`config.mk`:
```
export PLATFORM = sky130hd
export DESIGN_NAME = cpu_interrupt_entry_exit
export DESIGN_NICKNAME = d
export VERILOG_FILES = /design/src/rtl/irq_pkg.sv /design/src/rtl/irq_link_if.sv /design/src/rtl/irq_select.sv /design/src/rtl/stack_mem.sv /design/src/rtl/cpu_interrupt_entry_exit.sv
export VERILOG_INCLUDE_DIRS = /design/src /design/src/rtl
export SDC_FILE = /design/constraint.sdc
export NUM_CORES = 2
export LEC_CHECK = 0
export ABC_AREA = 0
export BUFFER_PORTS_ARGS = -buffer_cell sky130_fd_sc_hd__buf_2
export CAP_MARGIN = 5
export CORE_MARGIN = 3
export CORE_UTILIZATION = 30
export DETAILED_ROUTE_END_ITERATION = 7
export PLACE_DENSITY_LB_ADDON = 0.12
export SYNTH_ARGS = -nofsm -noshare
export SYNTH_HDL_FRONTEND = slang
export SYNTH_SLANG_ARGS = --single-unit
```
`constraint.sdc`:
```
create_clock -name clk_in -period 4.75 [get_ports clk_in]
set_input_delay 1.425 -clock clk_in [delete_from_list [all_inputs] [get_ports clk_in]]
set_output_delay 1.425 -clock clk_in [all_outputs]
set_load 0.01 [all_outputs]
```
`src/rtl/irq_consts.svh`:
```
// constants for the interrupt entry and exit block
// assumes inclusion by bare name from rtl files
`ifndef IRQ_CONSTS_SVH
`define IRQ_CONSTS_SVH

// --------------------------------
// register byte offsets
// --------------------------------
`define OFS_STATUS 8'h00
`define OFS_ENABLE 8'h04
`define OFS_FLAGS 8'h08
`define OFS_STATE 8'h0C

// --------------------------------
// field positions and reset values
// --------------------------------
`define GIE_BIT 7
`define STATE_SP_POS 16
`define STATE_ST_POS 28
`define STATUS_RST 8'h00
`define VEC_STRIDE 1

// --------------------------------
// timing counts in cpu clocks
// --------------------------------
`define ENTRY_CYC 4
`define SLEEP_EXTRA 4
`define RET_CYC 4
`define JUMP_CYC 3

`endif

```
`src/rtl/irq_pkg.sv`:
```
// types shared by the interrupt entry and exit block
// assumes nothing of its surroundings
`default_nettype none
package irq_pkg;

   // --------------------------------
   // sequencer states
   // --------------------------------
   typedef enum logic [1:0] {
      ST_RUN = 2'b00,
      ST_ENTRY = 2'b01,
      ST_JUMP = 2'b10,
      ST_RET = 2'b11
   } seq_e;

   // --------------------------------
   // lowest set bit, 32 when none
   // --------------------------------
   function automatic int unsigned first_set(input logic [31:0] v);
      int unsigned r;
      r = 32;
      for (int i = 31; i >= 0; i--) begin
         if (v[i]) begin
            r = i;
         end
      end
      return r;
   endfunction

endpackage
`default_nettype wire

```
`src/rtl/irq_link_if.sv`:
```
// links the sequencer with its selector and stack memory
// assumes one clock shared by all three modules
`timescale 1ns/100ps
`default_nettype none
interface irq_link_if #(
   parameter int NSRC = 8,
   parameter int SP_W = 9
);
   localparam int IDX_W = $clog2(NSRC);
   logic [NSRC-1:0] pend;
   logic sel_valid;
   logic [IDX_W-1:0] sel_idx;
   logic st_we;
   logic [SP_W-1:0] st_addr;
   logic [7:0] st_wdata;
   logic [7:0] st_rdata;

   modport ctrl(output pend, input sel_valid, input sel_idx,
                output st_we, output st_addr, output st_wdata, input st_rdata);
   modport selector(input pend, output sel_valid, output sel_idx);
   modport stack(input st_we, input st_addr, input st_wdata, output st_rdata);
endinterface
`default_nettype wire

```
`src/rtl/irq_select.sv`:
```
// priority pick among pending enabled sources
// assumes lower index means higher priority
`timescale 1ns/100ps
`default_nettype none
module irq_select import irq_pkg::*; #(
   parameter int NSRC = 8
) (
   irq_link_if.selector link
);
   localparam int IDX_W = $clog2(NSRC);

   // --------------------------------
   // lowest index wins
   // --------------------------------
   always_comb begin
      link.sel_valid = |link.pend;
      link.sel_idx = IDX_W'(first_set(32'(link.pend)));
   end
endmodule
`default_nettype wire

```
`src/rtl/stack_mem.sv`:
```
// byte stack memory for return addresses
// assumes the sequencer holds address for one cycle per access
`timescale 1ns/100ps
`default_nettype none
module stack_mem #(
   parameter int SP_W = 9
) (
   input wire logic clk_in,
   irq_link_if.stack link
);
   logic [7:0] mem [0:(1<<SP_W)-1];
   logic [7:0] rdata_ff;

   // --------------------------------
   // write port and registered read
   // --------------------------------
   always_ff @(posedge clk_in) begin
      if (link.st_we) begin
         mem[link.st_addr] <= link.st_wdata;
      end
      rdata_ff <= mem[link.st_addr];
   end

   assign link.st_rdata = rdata_ff;
endmodule
`default_nettype wire

```
`src/rtl/cpu_interrupt_entry_exit.sv`:
```
// interrupt entry and exit sequencer with ahb-lite registers
// assumes the core pulses boundary_in at each instruction end
//
// The implementer's own choices: the address map and the AHB-Lite interface to the registers.
`timescale 1ns/100ps
`default_nettype none
`include "irq_consts.svh"

// What this block does
// - take a source only if its enable and the global enable are both set
// - vectors sit lowest in program space; lower address means higher priority
// - accepting an interrupt clears the global enable
// - software may set global enable inside a handler to allow nesting
// - return from handler sets the global enable
// - hardware clears a flag source when vectoring to its handler
// - writing one clears a flag, writing zero leaves it
// - events set flags even while disabled; flags stay until served or cleared
// - flags held while globally disabled are served later in priority order
// - level sources request only while their condition stands
// - after return one instruction runs before the next interrupt
// - the status flags are neither saved nor restored
// - the disable instruction blocks even a same-cycle request
// - after the enable instruction the next instruction runs first
// - entry takes four clocks pushing the pc, then the vector runs
// - a multi-cycle instruction finishes before entry starts
// - waking from sleep adds four clocks to entry
// - return takes four clocks, pops two pc bytes, sp plus two
// - the jump at the vector takes three clocks
// - the pc is 10, 11 or 12 bits of word address
// - pushing the return address lowers sp by two
module cpu_interrupt_entry_exit import irq_pkg::*; #(
   parameter int NSRC = 8,
   parameter int PC_W = 12,
   parameter int SP_W = 9,
   parameter logic [SP_W-1:0] SP_RESET = '1,
   parameter logic [NSRC-1:0] LEVEL_MASK = '0,
   localparam int IDX_W = $clog2(NSRC)
) (
   // clock and reset
   input wire logic clk_in,
   input wire logic resetn_in,
   // ahb-lite slave
   input wire logic hsel_in,
   input wire logic [31:0] haddr_in,
   input wire logic [1:0] htrans_in,
   input wire logic hwrite_in,
   input wire logic [2:0] hsize_in,
   input wire logic [31:0] hwdata_in,
   input wire logic hready_in,
   output logic [31:0] hrdata_out,
   output logic hreadyout_out,
   output logic hresp_out,
   // interrupt sources
   input wire logic [NSRC-1:0] event_in,
   input wire logic [NSRC-1:0] level_in,
   // core pipeline
   input wire logic boundary_in,
   input wire logic sei_in,
   input wire logic cli_in,
   input wire logic return_from_handler_in,
   input wire logic asleep_in,
   input wire logic [PC_W-1:0] next_pc_in,
   input wire logic [PC_W-1:0] jump_target_in,
   output logic stall_out,
   output logic vector_out,
   output logic redirect_out,
   output logic ie_out,
   output logic [PC_W-1:0] pc_out,
   output logic [SP_W-1:0] sp_out,
   output logic [IDX_W-1:0] src_out
);

   // --------------------------------
   // reset release
   // --------------------------------
   logic rst_meta_ff;
   logic rst_sync_ff;
   logic rstn;

   always_ff @(posedge clk_in or negedge resetn_in) begin
      if (!resetn_in) begin
         rst_meta_ff <= 1'b0;
         rst_sync_ff <= 1'b0;
      end else begin
         rst_meta_ff <= 1'b1;
         rst_sync_ff <= rst_meta_ff;
      end
   end
   assign rstn = rst_sync_ff;

   // --------------------------------
   // declarations
   // --------------------------------
   irq_link_if #(.NSRC(NSRC), .SP_W(SP_W)) link();

   seq_e st_ff;
   seq_e nxt_st;
   logic [3:0] cnt_ff;
   logic [3:0] len_ff;
   logic [7:0] status_ff;
   logic [NSRC-1:0] en_ff;
   logic [NSRC-1:0] flag_ff;
   logic [NSRC-1:0] nxt_flag;
   logic [PC_W-1:0] pc_ff;
   logic [PC_W-1:0] ret_pc_ff;
   logic [SP_W-1:0] sp_ff;
   logic [IDX_W-1:0] src_ff;
   logic [7:0] pop_hi_ff;
   logic [7:0] pop_lo_ff;
   logic stall_ff;
   logic vector_ff;
   logic redirect_ff;
   logic [31:0] hrdata_ff;
   logic dp_wr_ff;
   logic [7:0] dp_addr_ff;
   logic ap_take;
   logic at_boundary;
   logic start_entry;
   logic return_from_handler_take;
   logic entry_last;
   logic jump_last;
   logic ret_last;
   logic [NSRC-1:0] clr_hw;
   logic [NSRC-1:0] clr_sw;
   logic [NSRC-1:0] req_vec;

   irq_select #(.NSRC(NSRC)) u_select (
      .link(link)
   );

   stack_mem #(.SP_W(SP_W)) u_stack (
      .clk_in(clk_in),
      .link(link)
   );

   // --------------------------------
   // request gathering
   // --------------------------------
   always_comb begin
      req_vec = (flag_ff & ~LEVEL_MASK) | (level_in & LEVEL_MASK);
      link.pend = req_vec & en_ff;
   end

   // asleep core has no instruction in flight; else wait for its end
   assign at_boundary = asleep_in || boundary_in;
   // pc load cycle after a redirect runs no instruction
   assign start_entry = (st_ff == ST_RUN) && at_boundary && status_ff[`GIE_BIT] &&
                        !redirect_ff &&
                        !cli_in && !sei_in && !return_from_handler_in && link.sel_valid;
   assign return_from_handler_take = (st_ff == ST_RUN) && boundary_in && return_from_handler_in && !asleep_in;
   assign entry_last = (st_ff == ST_ENTRY) && (cnt_ff == len_ff - 4'h1);
   assign jump_last = (st_ff == ST_JUMP) && (cnt_ff == 4'(`JUMP_CYC - 1));
   assign ret_last = (st_ff == ST_RET) && (cnt_ff == 4'(`RET_CYC - 1));

   // --------------------------------
   // sequencer
   // --------------------------------
   always_comb begin
      nxt_st = st_ff;
      case (st_ff)
         ST_RUN: begin
            if (start_entry) begin
               nxt_st = ST_ENTRY;
            end else if (return_from_handler_take) begin
               nxt_st = ST_RET;
            end
         end
         ST_ENTRY: begin
            if (entry_last) begin
               nxt_st = ST_JUMP;
            end
         end
         ST_JUMP: begin
            if (jump_last) begin
               nxt_st = ST_RUN;
            end
         end
         ST_RET: begin
            if (ret_last) begin
               nxt_st = ST_RUN;
            end
         end
         default: begin
            nxt_st = ST_RUN;
         end
      endcase
   end

   always_ff @(posedge clk_in or negedge rstn) begin
      if (!rstn) begin
         st_ff <= ST_RUN;
         cnt_ff <= 4'h0;
         len_ff <= 4'(`ENTRY_CYC);
         stall_ff <= 1'b0;
      end else begin
         st_ff <= nxt_st;
         stall_ff <= (nxt_st != ST_RUN);
         if (nxt_st != st_ff) begin
            cnt_ff <= 4'h0;
         end else begin
            cnt_ff <= cnt_ff + 4'h1;
         end
         if (start_entry) begin
            len_ff <= asleep_in ? 4'(`ENTRY_CYC + `SLEEP_EXTRA) : 4'(`ENTRY_CYC);
         end
      end
   end

   // --------------------------------
   // stack port
   // --------------------------------
   always_comb begin
      link.st_we = 1'b0;
      link.st_addr = sp_ff;
      link.st_wdata = 8'h00;
      case (st_ff)
         ST_ENTRY: begin
            if (cnt_ff == 4'h0) begin
               link.st_we = 1'b1;
               link.st_wdata = ret_pc_ff[7:0];
            end else if (cnt_ff == 4'h1) begin
               link.st_we = 1'b1;
               link.st_addr = SP_W'(sp_ff - 1);
               link.st_wdata = 8'(ret_pc_ff >> 8);
            end
         end
         ST_RET: begin
            link.st_addr = (cnt_ff == 4'h0) ? SP_W'(sp_ff + 1) : SP_W'(sp_ff + 2);
         end
         default: begin
            link.st_we = 1'b0;
         end
      endcase
   end

   // --------------------------------
   // pc, sp and source tracking
   // --------------------------------
   always_ff @(posedge clk_in or negedge rstn) begin
      if (!rstn) begin
         pc_ff <= '0;
         ret_pc_ff <= '0;
         sp_ff <= SP_RESET;
         src_ff <= '0;
         pop_hi_ff <= 8'h00;
         pop_lo_ff <= 8'h00;
         vector_ff <= 1'b0;
         redirect_ff <= 1'b0;
      end else begin
         vector_ff <= entry_last;
         redirect_ff <= jump_last || ret_last;
         if (start_entry) begin
            ret_pc_ff <= next_pc_in;
            src_ff <= link.sel_idx;
         end
         if (entry_last) begin
            sp_ff <= SP_W'(sp_ff - 2);
            pc_ff <= PC_W'((32'(src_ff) + 1) * `VEC_STRIDE);
         end
         if (jump_last) begin
            pc_ff <= jump_target_in;
         end
         if (st_ff == ST_RET && cnt_ff == 4'h1) begin
            pop_hi_ff <= link.st_rdata;
         end
         if (st_ff == ST_RET && cnt_ff == 4'h2) begin
            pop_lo_ff <= link.st_rdata;
         end
         if (ret_last) begin
            sp_ff <= SP_W'(sp_ff + 2);
            pc_ff <= PC_W'({pop_hi_ff, pop_lo_ff});
         end
      end
   end

   // --------------------------------
   // ahb-lite slave
   // --------------------------------
   assign ap_take = hsel_in && htrans_in[1] && hready_in;

   function automatic logic [31:0] rd_word(input logic [7:0] a);
      logic [31:0] r;
      r = 32'h0000_0000;
      case (a)
         `OFS_STATUS: r = 32'(status_ff);
         `OFS_ENABLE: r = 32'(en_ff);
         `OFS_FLAGS: r = 32'(flag_ff);
         `OFS_STATE: r = 32'(pc_ff) | (32'(sp_ff) << `STATE_SP_POS) | (32'(st_ff) << `STATE_ST_POS);
         default: r = 32'h0000_0000;
      endcase
      return r;
   endfunction

   always_ff @(posedge clk_in or negedge rstn) begin
      if (!rstn) begin
         dp_wr_ff <= 1'b0;
         dp_addr_ff <= 8'h00;
         hrdata_ff <= 32'h0000_0000;
      end else begin
         dp_wr_ff <= ap_take && hwrite_in;
         if (ap_take) begin
            dp_addr_ff <= haddr_in[7:0];
         end
         if (ap_take && !hwrite_in) begin
            hrdata_ff <= rd_word(haddr_in[7:0]);
         end
      end
   end

   // --------------------------------
   // status flags, enables, flags
   // --------------------------------
   always_ff @(posedge clk_in or negedge rstn) begin
      if (!rstn) begin
         status_ff <= `STATUS_RST;
      end else begin
         if (dp_wr_ff && dp_addr_ff == `OFS_STATUS) begin
            status_ff <= hwdata_in[7:0];
         end
         if (start_entry) begin
            status_ff[`GIE_BIT] <= 1'b0;
         end else if (cli_in) begin
            status_ff[`GIE_BIT] <= 1'b0;
         end else if (ret_last || sei_in) begin
            status_ff[`GIE_BIT] <= 1'b1;
         end
      end
   end

   always_ff @(posedge clk_in or negedge rstn) begin
      if (!rstn) begin
         en_ff <= '0;
      end else if (dp_wr_ff && dp_addr_ff == `OFS_ENABLE) begin
         en_ff <= hwdata_in[NSRC-1:0];
      end
   end

   always_comb begin
      clr_hw = '0;
      if (entry_last) begin
         clr_hw[src_ff] = 1'b1;
      end
      clr_sw = (dp_wr_ff && dp_addr_ff == `OFS_FLAGS) ? hwdata_in[NSRC-1:0] : '0;
      nxt_flag = ((flag_ff & ~clr_hw & ~clr_sw) | event_in) & ~LEVEL_MASK;
   end

   always_ff @(posedge clk_in or negedge rstn) begin
      if (!rstn) begin
         flag_ff <= '0;
      end else begin
         flag_ff <= nxt_flag;
      end
   end

   // --------------------------------
   // outputs
   // --------------------------------
   assign hrdata_out = hrdata_ff;
   assign hreadyout_out = rstn;
   assign hresp_out = 1'b0;
   assign stall_out = stall_ff;
   assign vector_out = vector_ff;
   assign redirect_out = redirect_ff;
   assign ie_out = status_ff[`GIE_BIT];
   assign pc_out = pc_ff;
   assign sp_out = sp_ff;
   assign src_out = src_ff;
endmodule
`default_nettype wire

```
* Yosys cells after proc, flatten, opt, wreduce, memory -nomap -nowiden
Memories as Yosys holds them, arrays and structs flattened. A register that Yosys moved wholly into a read port is not among the register bits. Cells that the tools add are included.
Word-level totals: register bits 128, bits in writable memories 4096, input bits 119, logic and storage cells 135, memories 1
Memory list:
- u_stack.mem | words 512, width 8, read ports 1, clocked after Yosys merged registers in 1, wr ports 1, line stack_mem.sv:11 | logic [7:0] mem [0:(1<<SP_W)-1];
Operators by class: add/sub/neg operators 7, magnitude comparators 2, eq/ne operators 13, multiplexer cells 42, bitwise gates (word level) 8, reduce and logical (&&, ||, !) cells 41
Operators by type and width (number):
- one-hot mux 30 bit (4 select lines) | 1
- two-way mux 9 bit | 5
- two-way mux 8 bit | 5
- two-way mux 12 bit | 3
- OR 25 x 30 -> 30 bit | 1
- OR 12 x 25 -> 25 bit | 1
- AND 8 bit | 3
- equality test 8 x 4 -> 1 bit (second input constant) | 3
- two-way mux 3 bit | 8
- logical AND 1 bit | 23
- one-hot mux 9 bit (2 select lines) | 1
- equality test 8 x 3 -> 1 bit (second input constant) | 2
- logical NOT 8 bit | 2
- NOT 8 bit | 2
- two-way mux 4 bit | 3
- two-way mux 2 bit | 5
- adder 9 x 1 -> 9 bit (second input constant) | 1
- adder 9 x 2 -> 9 bit (second input constant) | 1
- two-way mux 1 bit | 9
- subtractor 9 x 1 -> 9 bit (second input constant) | 1
- subtractor 9 x 2 -> 9 bit (second input constant) | 1
- equality test 4 x 2 -> 1 bit (second input constant) | 2
- OR 8 bit | 1
- one-hot mux 2 bit (4 select lines) | 1
- other kinds (19) | 28

* Depth between registers and ports, before layout
word-level depth 12, mapped depth 14

* Hierarchy
Synthesis repeated with hierarchy kept, for this count alone.
Unflattened totals: cell total of the unflattened synthesis 8059, area, all modules 164093.6 µm²
Modules (own cells, without submodules):
- stack_mem | times used 1, cells each 7575, area an instance 158359.4 µm²
- cpu_interrupt_entry_exit | times used 1, cells each 471, area an instance 5652.9 µm²
- irq_select | times used 1, cells each 13, area an instance 81.3 µm²

* Least setup slack after synthesis
Ideal clock, no wire load.
path kind reg-to-reg, from register cnt_ff[2], to memory u_stack.mem[0][4] (data pin), setup time 1.539 ns, arrival 7.692 ns, data required time 3.211 ns, slack -4.481 ns, stages on the path, launching flop included 6, buffers on the path 2, clock period less this slack 9.231 ns, cell sequence dfrtp_1 nor2_1 clkbuf_1 and3_1 clkbuf_1 and2_1
Between the ends: word-level cells in the longest chain between the ends 3
Ends and longest elaborated chain:
- start: declaration | line cpu_interrupt_entry_exit.sv:98 | logic [3:0] cnt_ff;
- start signal: assignment | line cpu_interrupt_entry_exit.sv:201 | cnt_ff <= cnt_ff + 4'h1;
- logical NOT 4 bit | line cpu_interrupt_entry_exit.sv:218 | if (cnt_ff == 4'h0) begin
- two-way mux 8 bit | line cpu_interrupt_entry_exit.sv:218
- two-way mux 8 bit | line cpu_interrupt_entry_exit.sv:216 | case (st_ff)
- net link.st_wdata[4] | line irq_link_if.sv:15 | logic [7:0] st_wdata;
- end: declaration | line stack_mem.sv:11
The timed path passes the listed nets, and every way through them passes these cells.

* Worst setup path after layout
from register sp_ff[2] (netlist: sp_out[2]), to register u_stack.rdata_ff[1] (netlist: u_stack.link.st_rdata[1]), read port of u_stack.mem
Between the ends: word-level cells in the longest chain between the ends 4
Ends and longest elaborated chain:
- start: declaration | line cpu_interrupt_entry_exit.sv:106 | logic [SP_W-1:0] sp_ff;
- start signal: assignment | line cpu_interrupt_entry_exit.sv:257 | sp_ff <= SP_W'(sp_ff - 2);
- start signal: assignment | line cpu_interrupt_entry_exit.sv:270 | sp_ff <= SP_W'(sp_ff + 2);
- subtractor 9 x 1 -> 9 bit | line cpu_interrupt_entry_exit.sv:223 | link.st_addr = SP_W'(sp_ff - 1);
- two-way mux 9 bit | line cpu_interrupt_entry_exit.sv:221 | end else if (cnt_ff == 4'h1) begin
- two-way mux 9 bit | line cpu_interrupt_entry_exit.sv:218
- one-hot mux 9 bit (2 select lines) (*) | line cpu_interrupt_entry_exit.sv:216
- end: declaration | line stack_mem.sv:12 | logic [7:0] rdata_ff;
Mark *: on every way between the ends. The rest lies on a longest branch, timed or not. A chain may end at the register's enable or synchronous reset.

==> run summary <==
Ports -> 181
final-report hold violation count -> 0
FFs w/ async S/R, synth -> 2.75%
Yosys reg bits -> 4,220
largest net degree at the start of global routing -> 131
MaxCap Viol Count -> 0
Mean Syn Cell Area -> 17.8 µm²
routed via count -> 87,600
CP peak stage delay -> 0.61 ns
Worst R2R End -> u_stack.link.st_rdata[1]
Peak Freq -> 0.215 GHz
die area -> 556,000 µm²
most frequent cell after synthesis -> edfxtp_1
RSZ-0062 raised after global routing -> yes
post-detailed-route wirelength per cell -> 27.7 µm
CTS Buf Count -> 462
DRC viols -> 0
Power Total -> 116,000 µW
Clock Skews -> 0.0962 ns
drt initial violations -> 6,985
CP Max Fanout -> 81
Cell Chain, Critical Path -> inv_1, ha_1, and3b_1, a32o_1, nand2_4, buf_12, o22ai_1, o41ai_1, buf_4, nand4_1, a22oi_2, buf_4, nand4_1
min Tclk post-route -> 4.66 ns
synth warn -> 0
Core Region -> 545,000 µm²
Clock transition at path regs -> 0.06 ns
first-pass iteration count of the detailed router -> 5
Lkg Pwr -> 0.0614 µW
initial antenna violation count -> 27
first-pass GRT wire length -> 688,000 µm
Setup crit start -> sp_out[2]
hold_buf cts -> 0
share of cells above drive strength 1 -> 17.2%
htree depth -> 5
Slowest cell on crit path -> dfstp_2
std cell rows -> 271
post-synth top area share -> 74.9%
CP arrival -> 5.53 ns
Post-synth EDFFs -> 4,096
Clk Tree Root Cell -> clkbuf_16
CP Capture Type -> flip-flop
Port Buffer Count -> 109
Die W -> 746 µm
worst-case reg-to-reg path depth -> 13
Max-slew headroom -> 27.1%
Syn Inst Count -> 9,208
clk_lat worst skew -> 1.03 ns
status -> finished, final reports clean
worst-margin pin slew -> 1.09 ns
Congestion Overflow GR -> 0
die height -> 746 µm
Detail Placement HPWL -> 309,000 µm
gr usage total -> 17.1%
# clock sinks -> 4,220
area of the mapped netlist -> 164,000 µm²
CTS tree -> yes
final WL -> 491,000 µm
layout overhead on the synthesized area -> 18.4%
period utilization -> 98.1%
ranking of synthesized cells by area -> edfxtp_1, mux2i_1, o22ai_1, dfrtp_1, o41ai_1
CP Class -> flip-flop to flip-flop
post-DR vias/cell -> 4.94
GP Congestion -> 0.790
startpoint types -> flip-flop
DRT antenna net count -> 0
Power Dens Cells -> 599 nW/µm²
Setup violations, final -> 0
max-slew violation count -> 0
required time worst endpoint -> 5.63 ns
setup slack, reg-to-reg -> 0.09 ns
number of global-route vias before repair -> 89,200
top cell type by total area after synthesis -> edfxtp_1
Hold/Removal Path Class -> input port to async pin
Setup TNS Final -> 0 ns
Final nets -> 10,200
critical register-to-register path startpoint -> sp_out[2]
VDD IR-drop max -> 0.495 mV
Post-synth top cells -> edfxtp_1, mux2i_1, o22ai_1, nor2_1, clkbuf_1
CTS max path bufs -> 4
Main synth FF type -> edfxtp_1
sequential element share of the synthesized area -> 76.8%
initial core utilization -> 30.1%
Synth cell types -> 60
kinds of logic (layout without fill, tap and decap cells):
kind of cell / Yosys count / after routing / share of synthesized area, %
AOI/OAI and AO/OA: 1414 / 1414 / 5.87
other: 2 / 17 / 0.00458
and+or+nand+nor: 808 / 808 / 2.06
xor gates and xnor gates: 22 / 22 / 0.117
DFF: 4220 / 4220 / 76.8
adders and majority gates: 7 / 7 / 0.0534
muxes: 2094 / 2094 / 12.9
buffers and inverters: 641 / 1922 / 2.22
cell type report:
type | count | area (µm²)
inverters | 30 | 113
well taps | 7234 | 9050
multi-input cells | 4357 | 35100
diodes | 5 | 12.5
flip-flops and latches | 4220 | 126000
repair buffers | 1045 | 9660
clock inverters | 278 | 2330
fillers | 50900 | 351000
clock buffers | 569 | 12000
state kept, by name, summed over array words and instances (netlist names):
| register | count |
|---|---|
| rst_meta_ff | 1 |
| src_out | 3 |
| status_ff | 8 |
| hreadyout_out | 1 |
| en_ff | 8 |
| ret_pc_ff | 12 |
| dp_addr_ff | 8 |
| st_ff | 2 |
| flag_ff | 8 |
| pc_out | 12 |
| u_stack.mem | 4096 |
| pop_hi_ff | 4 |
| dp_wr_ff | 1 |
| stall_out | 1 |
| pop_lo_ff | 8 |
| hrdata_out | 23 |
| len_ff | 2 |
| redirect_out | 1 |
| u_stack.link.st_rdata | 8 |
| sp_out | 8 |
| cnt_ff | 4 |
| vector_out | 1 |
timing repair:
item / in CTS / in global routing
cloned: 0 / 5
endpoints found under the setup margin: 8 / 8
pin swaps: 2 / 5
buffers inserted: 1 / 13
gates resized for setup: 17 / 38
power by group:
group / switching [µW] / total (µW) / internal, µW
clock network: 14700 / 34100 / 19400
registers: 327 / 43800 / 43500
logic: 24900 / 38500 / 13600
layout by cell type (no fill, tap or decap), types with 30 or more instances in the layout:
master	count
edfxtp_1	4096
mux2i_1	2048
o22ai_1	1028
buf_4	772
nor2_1	537
clkbuf_16	470
o41ai_1	218
buf_12	147
clkinv_1	124
buf_2	109
nand2_1	107
dfrtp_1	106
clkbuf_1	104
clkinv_2	90
nand4_1	75
o41ai_2	37
mux2_2	37
a22oi_1	35
inv_1	30
worst max-delay path, delay by kind of cell (launching register included):
kind            cells  cell delay [ns]
buf+inv             4             0.88
fa+ha+maj           1             0.36
simple gates        4             1.00
compound gates      4             1.35
flops               1             0.61
metal layers:
metal / vias to the layer above / track usage, % / part of all wire (%)
met1: 45900 / 23.9 / 45
met5: - / 0 / 0
li1: 39100 / - / -
met4: 0 / 3.45 / 2.0
met3: 539 / 2.43 / 4.8
met2: 2116 / 28.3 / 48
worst max path at each step:
| stage | endpoint | slack (ns) |
|---|---|---|
| 2_1_floorplan | u_stack.mem[0][0] | -0.82 |
| 3_3_place_gp | u_stack.link.st_rdata[3] | -0.35 |
| 3_5_place_dp | u_stack.link.st_rdata[3] | -0.36 |
| 4_1_cts | u_stack.link.st_rdata[7] | 0.003 |
| 5_1_grt | u_stack.link.st_rdata[6] | -0.05 |
| 6_report | u_stack.link.st_rdata[1] | 0.09 |
metrics by stage:
step | setup slack (ns) | hold slack [ns] | utilization (%) | instance area, µm² | std cells
floorplan | -0.822 | 0.331 | - | 164000 | 9218
global placement | -0.348 | 0.341 | 32.9 | 179000 | 16900
detailed placement | -0.360 | 0.347 | 32.9 | 179000 | 16900
CTS | 0.00295 | 0.0455 | 35.6 | 194000 | 17700
global route | -0.0492 | 0.0908 | 35.7 | 194000 | 17700
finish | 0.0909 | 0.175 | 35.7 | 194000 | 17700
No activity file was read; power rests on OpenSTA's default activity.
